[src/hw/tscw_consts.svh]
`ifndef TSCW_CONSTS_SVH
`define TSCW_CONSTS_SVH

// ----------------------------------------------------------------
// Clock and timing
// ----------------------------------------------------------------
`define TSCW_CLK_HZ 40000000
`define TSCW_T_STARTUP_MS 15
`define TSCW_T_SETUP_MS 22
`define TSCW_T_WIN_MS 2
`define TSCW_T_HS_MIN_MS 8
`define TSCW_MS_TO_CYC(ms) ((ms) * (`TSCW_CLK_HZ / 1000))

// ----------------------------------------------------------------
// Pin vector positions and idle levels
// ----------------------------------------------------------------
`define TSCW_PIN_SCL 0
`define TSCW_PIN_SDA 1
`define TSCW_PIN_RDY 2
`define TSCW_PIN_SUP 3
`define TSCW_PIN_IDLE 4'h7

// ----------------------------------------------------------------
// Memory map blocks
// ----------------------------------------------------------------
`define TSCW_LTA_LO 8'h30
`define TSCW_LTA_HI 8'h3f
`define TSCW_SET_LO 8'h48
`define TSCW_SET_HI 8'h5f
`define TSCW_MODE_ADDR 8'h48
`define TSCW_MODE_BIT 0

// ----------------------------------------------------------------
// Reset values and queue depth
// ----------------------------------------------------------------
`define TSCW_PTR_RST 8'h00
`define TSCW_FIFO_DEPTH 16

`endif

[src/hw/tscw_pkg.sv]
package tscw_pkg;

  // Window sequencing, Gray along power -> setup -> convert -> wait -> open
  typedef enum logic [2:0] {
    TSCW_W_POWER = 3'h0,
    TSCW_W_SETUP = 3'h1,
    TSCW_W_CONV = 3'h3,
    TSCW_W_WAIT = 3'h2,
    TSCW_W_OPEN = 3'h6
  } tscw_win_t;

  // Serial engine, Gray along idle -> receive -> acknowledge -> skip
  typedef enum logic [1:0] {
    TSCW_B_IDLE = 2'h0,
    TSCW_B_RX = 2'h1,
    TSCW_B_ACK = 2'h3,
    TSCW_B_SKIP = 2'h2
  } tscw_bus_t;

  typedef struct packed {
    logic [7:0] addr;
    logic [7:0] data;
  } tscw_wr_t;

  typedef struct packed {
    logic [3:0] sy1;
    logic [3:0] sy2;
    logic [3:0] sy3;
    logic [3:0] pin;
    tscw_win_t win;
    tscw_bus_t bus;
    logic [19:0] tmr;
    logic [19:0] hs_cnt;
    logic hs_pend;
    logic xfer_seen;
    logic [3:0] bit_cnt;
    logic [1:0] byte_idx;
    logic [7:0] shreg;
    logic rw;
    logic [7:0] ptr;
    logic sda_oe;
    logic conv_start;
    logic evt;
    logic mutual;
    tscw_wr_t wr;
    logic wr_push;
  } tscw_state_t;

endpackage

[src/hw/tscw_slave.sv]
`timescale 1ns/1ps
`default_nettype none

`include "tscw_consts.svh"

module tscw_slave #(
  parameter int unsigned P_STARTUP_CYC = `TSCW_MS_TO_CYC(`TSCW_T_STARTUP_MS),
  parameter int unsigned P_SETUP_CYC = `TSCW_MS_TO_CYC(`TSCW_T_SETUP_MS),
  parameter int unsigned P_WIN_CYC = `TSCW_MS_TO_CYC(`TSCW_T_WIN_MS),
  parameter int unsigned P_HS_CYC = `TSCW_MS_TO_CYC(`TSCW_T_HS_MIN_MS)
) (
  // Clock and reset
  input wire logic i_sys_clk,
  input wire logic i_rst_b,
  // Serial bus, ready and supply pins
  input wire logic i_scl,
  input wire logic i_sda,
  output logic o_sda_o,
  output logic o_sda_oe,
  input wire logic i_rdy,
  output logic o_rdy_o,
  output logic o_rdy_oe,
  input wire logic i_supply_pin,
  // Configuration
  input wire logic [6:0] i_slave_addr,
  input wire logic [7:0] i_ptr_default,
  input wire logic i_win_timed,
  input wire logic i_event_sel,
  // Conversion engine
  output logic o_conv_start,
  input wire logic i_conv_done,
  output logic o_converting,
  // Status
  output logic o_window_open,
  output logic o_setup_window,
  output logic o_event_mode,
  output logic o_mutual_sel,
  // Write stream
  output tscw_pkg::tscw_wr_t o_wr,
  output logic o_wr_valid,
  input wire logic i_wr_ready
);

  import tscw_pkg::*;

  // ----------------------------------------------------------------
  // Reset release
  // ----------------------------------------------------------------
  logic [1:0] rst_sync_r;
  logic rst_b_s;

  always_ff @(posedge i_sys_clk or negedge i_rst_b) begin
    if (!i_rst_b) begin
      rst_sync_r <= 2'h0;
    end else begin
      rst_sync_r <= {rst_sync_r[0], 1'b1};
    end
  end
  assign rst_b_s = rst_sync_r[1];

  // ----------------------------------------------------------------
  // State
  // ----------------------------------------------------------------
  tscw_state_t r_r;
  tscw_state_t r_nxt;
  logic [3:0] pin_f;
  logic scl_rise;
  logic scl_fall;
  logic start_c;
  logic stop_c;
  logic win_open;
  logic fifo_ready;
  logic in_map;
  logic ack;

  assign win_open = (r_r.win == TSCW_W_SETUP) || (r_r.win == TSCW_W_OPEN);

  always_comb begin
    r_nxt = r_r;
    r_nxt.conv_start = 1'b0;
    r_nxt.wr_push = 1'b0;
    ack = 1'b0;
    in_map = 1'b0;

    // Three-stage sampling; a level is taken once stages two and three agree
    r_nxt.sy1 = {i_supply_pin, i_rdy, i_sda, i_scl};
    r_nxt.sy2 = r_r.sy1;
    r_nxt.sy3 = r_r.sy2;
    pin_f = r_r.pin;
    for (int i = 0; i < 4; i++) begin
      if (r_r.sy2[i] == r_r.sy3[i]) begin
        pin_f[i] = r_r.sy3[i];
      end
    end
    r_nxt.pin = pin_f;

    scl_rise = !r_r.pin[`TSCW_PIN_SCL] && pin_f[`TSCW_PIN_SCL];
    scl_fall = r_r.pin[`TSCW_PIN_SCL] && !pin_f[`TSCW_PIN_SCL];
    start_c = r_r.pin[`TSCW_PIN_SCL] && pin_f[`TSCW_PIN_SCL] &&
      r_r.pin[`TSCW_PIN_SDA] && !pin_f[`TSCW_PIN_SDA];
    stop_c = r_r.pin[`TSCW_PIN_SCL] && pin_f[`TSCW_PIN_SCL] &&
      !r_r.pin[`TSCW_PIN_SDA] && pin_f[`TSCW_PIN_SDA];

    // --------------------------------------------------------------
    // Handshake watch: only counts while the device is not pulling ready
    // --------------------------------------------------------------
    if (!win_open) begin
      if (!pin_f[`TSCW_PIN_RDY]) begin
        if (r_r.hs_cnt != 20'hfffff) begin
          r_nxt.hs_cnt = r_r.hs_cnt + 20'h1;
        end
      end else begin
        r_nxt.hs_cnt = 20'h0;
        if (!r_r.pin[`TSCW_PIN_RDY] && r_r.hs_cnt >= 20'(P_HS_CYC)) begin
          r_nxt.hs_pend = 1'b1;
        end
      end
    end else begin
      r_nxt.hs_cnt = 20'h0;
    end

    // --------------------------------------------------------------
    // Serial engine
    // --------------------------------------------------------------
    if (start_c) begin
      // Repeated start keeps the window and begins a new operation
      r_nxt.bus = TSCW_B_RX;
      r_nxt.bit_cnt = 4'h0;
      r_nxt.byte_idx = 2'h0;
      r_nxt.sda_oe = 1'b0;
      if (win_open) begin
        r_nxt.xfer_seen = 1'b1;
      end
    end else if (stop_c) begin
      r_nxt.bus = TSCW_B_IDLE;
      r_nxt.sda_oe = 1'b0;
    end else begin
      case (r_r.bus)
        TSCW_B_RX: begin
          if (scl_rise) begin
            r_nxt.shreg = {r_r.shreg[6:0], pin_f[`TSCW_PIN_SDA]};
            r_nxt.bit_cnt = r_r.bit_cnt + 4'h1;
          end else if (scl_fall && r_r.bit_cnt == 4'h8) begin
            r_nxt.bit_cnt = 4'h0;
            if (r_r.byte_idx != 2'h2) begin
              r_nxt.byte_idx = r_r.byte_idx + 2'h1;
            end
            if (r_r.byte_idx == 2'h0) begin
              // Silent during conversions, so polling sees no answer
              ack = win_open && (r_r.shreg[7:1] == i_slave_addr);
              r_nxt.rw = r_r.shreg[0];
            end else if (r_r.byte_idx == 2'h1) begin
              ack = 1'b1;
              r_nxt.ptr = r_r.shreg;
            end else begin
              // Pointer runs past the last average word into a hole
              in_map = (r_r.ptr >= `TSCW_LTA_LO && r_r.ptr <= `TSCW_LTA_HI) ||
                (r_r.ptr >= `TSCW_SET_LO && r_r.ptr <= `TSCW_SET_HI);
              ack = 1'b1;
              if (r_r.ptr == `TSCW_MODE_ADDR) begin
                if (r_r.win == TSCW_W_SETUP) begin
                  r_nxt.mutual = r_r.shreg[`TSCW_MODE_BIT];
                end
              end else if (in_map) begin
                // A full queue refuses the byte rather than losing it
                ack = fifo_ready;
                r_nxt.wr_push = fifo_ready;
                r_nxt.wr = '{addr: r_r.ptr, data: r_r.shreg};
              end
              if (ack) begin
                r_nxt.ptr = r_r.ptr + 8'h1;
              end
            end
            r_nxt.sda_oe = ack;
            r_nxt.bus = ack ? TSCW_B_ACK : TSCW_B_SKIP;
          end
        end
        TSCW_B_ACK: begin
          if (scl_fall) begin
            r_nxt.sda_oe = 1'b0;
            // Reads are not served; the line floats high
            r_nxt.bus = r_r.rw ? TSCW_B_SKIP : TSCW_B_RX;
          end
        end
        TSCW_B_IDLE: begin
          r_nxt.sda_oe = 1'b0;
        end
        TSCW_B_SKIP: begin
          r_nxt.sda_oe = 1'b0;
        end
        default: begin
          r_nxt.bus = TSCW_B_IDLE;
          r_nxt.sda_oe = 1'b0;
        end
      endcase
    end

    // --------------------------------------------------------------
    // Window sequencing
    // --------------------------------------------------------------
    case (r_r.win)
      TSCW_W_POWER: begin
        if (r_r.pin[`TSCW_PIN_SUP]) begin
          r_nxt.tmr = r_r.tmr + 20'h1;
          if (r_r.tmr == 20'(P_STARTUP_CYC - 1)) begin
            r_nxt.win = TSCW_W_SETUP;
            r_nxt.tmr = 20'h0;
            r_nxt.xfer_seen = 1'b0;
            r_nxt.ptr = i_ptr_default;
          end
        end else begin
          r_nxt.tmr = 20'h0;
        end
      end
      TSCW_W_SETUP: begin
        if (stop_c) begin
          r_nxt.win = TSCW_W_CONV;
          r_nxt.conv_start = 1'b1;
        end else if (!r_r.xfer_seen && !start_c) begin
          r_nxt.tmr = r_r.tmr + 20'h1;
          if (r_r.tmr == 20'(P_SETUP_CYC - 1)) begin
            r_nxt.win = TSCW_W_CONV;
            r_nxt.evt = 1'b1;
            r_nxt.conv_start = 1'b1;
          end
        end
      end
      TSCW_W_CONV: begin
        r_nxt.tmr = 20'h0;
        if (i_conv_done) begin
          if ((r_r.evt || i_event_sel) && !r_r.hs_pend) begin
            // Event mode: only a handshake opens further windows
            r_nxt.win = TSCW_W_WAIT;
          end else begin
            r_nxt.win = TSCW_W_OPEN;
            r_nxt.hs_pend = 1'b0;
            r_nxt.xfer_seen = 1'b0;
            r_nxt.ptr = i_ptr_default;
          end
        end
      end
      TSCW_W_WAIT: begin
        r_nxt.tmr = 20'h0;
        if (r_r.hs_pend) begin
          r_nxt.win = TSCW_W_OPEN;
          r_nxt.hs_pend = 1'b0;
          r_nxt.xfer_seen = 1'b0;
          r_nxt.ptr = i_ptr_default;
        end
      end
      TSCW_W_OPEN: begin
        if (stop_c) begin
          r_nxt.win = TSCW_W_CONV;
          r_nxt.conv_start = 1'b1;
        end else if (i_win_timed && !r_r.xfer_seen && !start_c) begin
          r_nxt.tmr = r_r.tmr + 20'h1;
          if (r_r.tmr == 20'(P_WIN_CYC - 1)) begin
            r_nxt.win = TSCW_W_CONV;
            r_nxt.conv_start = 1'b1;
          end
        end
      end
      default: begin
        r_nxt.win = TSCW_W_POWER;
        r_nxt.tmr = 20'h0;
      end
    endcase

    // Supply loss restarts the power-up sequence
    if (!r_r.pin[`TSCW_PIN_SUP]) begin
      r_nxt.win = TSCW_W_POWER;
      r_nxt.evt = 1'b0;
      r_nxt.hs_pend = 1'b0;
    end
  end

  always_ff @(posedge i_sys_clk or negedge rst_b_s) begin
    if (!rst_b_s) begin
      r_r <= '0;
      r_r.sy1 <= `TSCW_PIN_IDLE;
      r_r.sy2 <= `TSCW_PIN_IDLE;
      r_r.sy3 <= `TSCW_PIN_IDLE;
      r_r.pin <= `TSCW_PIN_IDLE;
      r_r.ptr <= `TSCW_PTR_RST;
    end else begin
      r_r <= r_nxt;
    end
  end

  // ----------------------------------------------------------------
  // Write queue
  // ----------------------------------------------------------------
  tscw_fifo #(
    .W($bits(tscw_wr_t)),
    .D(`TSCW_FIFO_DEPTH)
  ) u_fifo (
    .i_clk(i_sys_clk),
    .i_rst_b(rst_b_s),
    .i_valid(r_r.wr_push),
    .o_ready(fifo_ready),
    .i_data(r_r.wr),
    .o_valid(o_wr_valid),
    .i_ready(i_wr_ready),
    .o_data(o_wr)
  );

  // ----------------------------------------------------------------
  // Outputs
  // ----------------------------------------------------------------
  assign o_sda_o = 1'b0;
  assign o_sda_oe = r_r.sda_oe;
  assign o_rdy_o = 1'b0;
  assign o_rdy_oe = win_open;
  assign o_conv_start = r_r.conv_start;
  assign o_converting = (r_r.win == TSCW_W_CONV);
  assign o_window_open = win_open;
  assign o_setup_window = (r_r.win == TSCW_W_SETUP);
  assign o_event_mode = r_r.evt;
  assign o_mutual_sel = r_r.mutual;
endmodule // tscw_slave

`default_nettype wire

[src/hw/tscw_fifo.sv]
`timescale 1ns/1ps
`default_nettype none

module tscw_fifo #(
  parameter int W = 16,
  parameter int D = 16
) (
  // Clock and reset
  input wire logic i_clk,
  input wire logic i_rst_b,
  // Fill side
  input wire logic i_valid,
  output logic o_ready,
  input wire logic [W-1:0] i_data,
  // Drain side
  output logic o_valid,
  input wire logic i_ready,
  output logic [W-1:0] o_data
);

  localparam int AW = $clog2(D);

  logic [W-1:0] mem_r [D];
  logic [AW-1:0] wp_r;
  logic [AW-1:0] rp_r;
  logic [AW:0] cnt_r;
  logic push;
  logic pop;

  assign o_ready = (cnt_r != (AW+1)'(D));
  assign o_valid = (cnt_r != '0);
  assign push = i_valid & o_ready;
  assign pop = o_valid & i_ready;
  assign o_data = mem_r[rp_r];

  always_ff @(posedge i_clk) begin
    if (push) begin
      mem_r[wp_r] <= i_data;
    end
  end

  always_ff @(posedge i_clk or negedge i_rst_b) begin
    if (!i_rst_b) begin
      wp_r <= '0;
      rp_r <= '0;
      cnt_r <= '0;
    end else begin
      if (push) begin
        wp_r <= (wp_r == AW'(D-1)) ? '0 : wp_r + 1'b1;
      end
      if (pop) begin
        rp_r <= (rp_r == AW'(D-1)) ? '0 : rp_r + 1'b1;
      end
      cnt_r <= cnt_r + (AW+1)'(push) - (AW+1)'(pop);
    end
  end

endmodule // tscw_fifo

`default_nettype wire

[config.mk]
export PLATFORM = sky130hd
export DESIGN_NAME = tscw_slave
export DESIGN_NICKNAME = d
export VERILOG_FILES = /design/src/hw/tscw_pkg.sv /design/src/hw/tscw_slave.sv /design/src/hw/tscw_fifo.sv
export VERILOG_INCLUDE_DIRS = /design/src /design/src/hw
export SDC_FILE = /design/constraint.sdc
export NUM_CORES = 1
export LEC_CHECK = 0
export BUFFER_PORTS_ARGS = -buffer_cell sky130_fd_sc_hd__buf_2
export CAP_MARGIN = 20
export CORE_UTILIZATION = 45
export CTS_CLUSTER_DIAMETER = 80
export DETAILED_ROUTE_END_ITERATION = 7
export PLACE_DENSITY_LB_ADDON = 0.08
export SLEW_MARGIN = 0
export SYNTH_ARGS = -nofsm -noshare
export SYNTH_HDL_FRONTEND = slang
export SYNTH_SLANG_ARGS = --single-unit
[constraint.sdc]
create_clock -name i_sys_clk -period 4.35 [get_ports i_sys_clk]
set_clock_uncertainty 0.15 [all_clocks]
set_input_delay 0 -clock i_sys_clk [delete_from_list [all_inputs] [get_ports i_sys_clk]]
set_output_delay 0 -clock i_sys_clk [all_outputs]
set_load 0.005 [all_outputs]
==> key figures <==
Status
  • Outcome: finished, final reports clean

Placement
  • DP Wirelength: approximately 23000 microns
  • I/O Buffers: a little under 50
  • Final GP Congestion: 0.777
  • Pre-CTS setup slack: roughly 1.3 ns
  • Placed instance area: 17000 sq um

Yosys
  • Largest family of logic cells by synthesized area: simple AND/OR/NAND/NOR gates
  • Mux contribution to synthesized area: around a tenth
  • Mapped Area: 16200 sq um
  • Top-count cell post-synth: edfxtp_1
  • Yosys top cell area share: a little under half
  • Synth unique cells: 80
  • Syn. warnings: 0
  • Synth cell count leaders: 256 x edfxtp_1, 110 x dfrtp_1, 103 x nand2_1
  • Most area-hungry cell type in the Yosys netlist: edfxtp_1
  • Syn avg cell area: approximately 14 sq um
  • Most used DFF post-synth: edfxtp_1
  • Synth Area in Compound Gates: 6.83%
  • Post-Synth Adder-Cell Area: around 2%
  • Cells after Synth: 1143
  • #FFs+latches synth: about 380
  • Seq/Total Area, Yosys: 66.4%
  • Synth Area in XOR/XNOR: roughly 2.5%
  • Post-synthesis simple-gate area fraction: between 10 and 15%
  • Async SR Flop Fraction: about a third
  • Synth area leaders: edfxtp_1 47%, dfrtp_1 17%, mux4_2 4.4%
  • Number of synthesized flops with an enable pin: roughly 260

Critical path
  • CP max FO: 4
  • Kind of critical path: register to register
  • Worst EP arrival: ~3.4 ns
  • Setup crit end kind: register
  • CP Data Required Time: 4.61 ns
  • Critical Path Source Type: register

Floorplan
  • Die width: between 150 and 200 microns
  • Die Area: ~37000 sq um
  • Die Y-Extent: 192 microns
  • Site row count: 69
  • Core area: around 35000 sq um
  • IO Pins: between 50 and 60
  • Initial Util: 45.7%

Global route
  • Pin count of the biggest net entering global routing: 66
  • First-pass GRT wire length: 55800 microns
  • Remaining Overflow, GRT: 0
  • Initial antenna violation count: 0
  • Vias in the first global route: roughly 9400
  • Tot GR Track Use: roughly 20%

Clock tree
  • Num CTS Buffers: 40
  • Worst skew pair latency: approximately 0.53 ns
  • CTS Buffer Depth: 3
  • CTS Root Cell: clkbuf_16
  • Clk slew on worst S/H paths: ~0.060 ns
  • CTS sink cnt: 378
  • CTS tree: built
  • Htree depth: 2
  • Post-CTS setup buffers: 0

Detailed routing
  • Final ANT Viol Nets: 0
  • DRC: 0
  • Via count: approximately 9500
  • Via density: approximately 5.5
  • Pre-antenna DRT Iters: 4
  • Overall routed net length: between 30000 and 40000 microns
  • DR WL/cell: about 21 microns
  • Initial DRC Count: between 500 and 600

STA
  • Hold_ws: slightly below 0.07 ns
  • Worst setup margin: 1.24 ns
  • Final Cycle Share: 71.4%
  • Final setup violation count: 0
  • Post-route setup TNS: 0 ns
  • Max Slew Vio Count: 0
  • RSZ-0062 raised after global routing: no
  • Final min period: 3.11 ns
  • Relative slew slack: ~33%
  • Fin. Hold Viols: 0
  • Max Freq: around 320 MHz
  • Worst Max-Slew Pin Slew: 1.00 ns

Finish
  • Fill cells: between 2000 and 3000
  • Nets@finish: about 1300
  • Area Overhead vs Synth: 14.3%
  • Post-Layout Inst Area: roughly 19000 sq um
  • Share of post-route cells with drive strength above 1: ~18%
  • Diode count: 0

Hold path
  • Worst min path class: input pin to register

Power
  • Total Power: 9.16 mW
  • Comb power frac: 17.2%
  • Clock group share of total power: 36.4%
  • Leak Pwr: just over 7 nW
  • Power Internal: 6.60 mW
  • Flop pwr share: between 40% and 50%
  • Total net switching power: 2.56 mW
  • Pwr per Cell Area: 494 nW/um^2
  • Sw Ratio: roughly 28%
  • Peak supply drop: 0.000341 V

Job
  • Max Cap Viol: 0
[metal layers]
| layer | share of wire (%) | vias up | GRT usage, % |
|---|---|---|---|
| met5 | 0 | - | 0 |
| li1 | - | 4462 | - |
| met1 | 46 | 4828 | 28.3 |
| met2 | 49 | 147 | 33.3 |
| met4 | 1.5 | 0 | 4.64 |
| met3 | 3.3 | 37 | 2.91 |
[sequential cells by signal (all words and copies together), names as in the netlist]
signal        flops
o_event_mode      1
u_fifo.cnt_r      5
o_conv_start      1
o_sda_oe          1
o_mutual_sel      1
r_r              95
u_fifo.wp_r       4
u_fifo.rp_r       4
r_nxt             8
rst_sync_r        2
u_fifo.mem_r    256
[worst max-delay path: stages (launching register included)]
cell	delay (ns)
dfrtp_1	0.39
inv_1	0.08
ha_1	0.17
or4b_2	0.61
nand2_1	0.15
inv_1	0.10
ha_1	0.30
inv_1	0.06
ha_1	0.15
inv_1	0.05
fa_1	0.40
inv_1	0.07
a21oi_1	0.06
nor2_1	0.09
nor2_1	0.06
xnor2_1	0.11
[layout by cell type (no fill, tap or decap), types with 12 or more instances in the layout]
master | Yosys | routed
dfrtp_1 | 110 | 108
dlygate4sd3_1 | 0 | 26
xor2_1 | 29 | 29
ha_1 | 21 | 21
nand3_1 | 28 | 28
nand4_1 | 17 | 17
dfstp_2 | 12 | 12
mux4_2 | 32 | 32
o21ai_0 | 58 | 58
mux2i_1 | 54 | 54
edfxtp_1 | 256 | 256
mux2_2 | 28 | 28
nand2_1 | 103 | 103
a221oi_1 | 16 | 16
xnor2_1 | 17 | 17
buf_4 | 5 | 15
a22oi_1 | 18 | 18
a21oi_1 | 40 | 40
clkbuf_16 | 0 | 41
inv_1 | 30 | 30
nor2_1 | 66 | 62
buf_2 | 13 | 49
[final cells by class]
class / count / area (sq um) / area share, %
clock buffers: 55 / 1110 / 5.98
clock inverters: 16 / 163 / 0.878
inverters: 31 / 116 / 0.628
multi-input cells: 682 / 5130 / 27.7
flip-flops and latches: 378 / 10800 / 58.1
well taps: 461 / 577 / 3.11
repair buffers: 93 / 669 / 3.61
[worst paths after layout]
kind,end,cells past startpoint,startpoint,slack (ns)
min in group asynchronous,rst_sync_r[0],3,i_rst_b,0.17
max in group asynchronous,u_fifo.rp_r[0],1,rst_sync_r[1],2.89
worst max-delay path,u_fifo.cnt_r[4],15,u_fifo.cnt_r[3],1.24
worst max register to register,u_fifo.cnt_r[4],15,u_fifo.cnt_r[3],1.24
worst min register to register,r_nxt[97],0,r_nxt[101],0.21
worst min-delay path,r_r[28],3,i_ptr_default[7],0.07
[power groups by stage]
| stage | combinational [mW] | clock, mW | sequential, mW |
|---|---|---|---|
| final | 1.58 | 3.33 | 4.24 |
| after global routing | 1.76 | 3.55 | 4.28 |
| after global placement | 1.58 | 0 | 4.32 |
| after CTS | 1.61 | 3.42 | 4.26 |
| after floorplan | 1.23 | 0 | 4.11 |
| after detailed placement | 1.59 | 0 | 4.33 |
[timing repair]
| item | CTS | global route |
|---|---|---|
| resized for setup | 0 | 0 |
| hold buffers | 26 | 0 |
| endpoints found under the hold margin | 24 | 0 |
| endpoints found under the setup margin | 0 | 0 |
[through the flow]
step | std cells | util, %
floorplan | 1144 | -
global placement | 1618 | 47.9
detailed placement | 1618 | 47.9
CTS | 1715 | 52.2
global route | 1716 | 52.2
finish | 1716 | 52.2
[cells by family (layout without fill, tap and decap cells)]
group,Yosys count,count (layout)
buffers and inverters,84,195
adders and majority gates,26,26
AOI/OAI and AO/OA,171,171
other,2,3
muxes,114,114
and+or+nand+nor,322,322
xor gates and xnor gates,46,46
DFF,378,378
(Power assumes the default switching activity.)
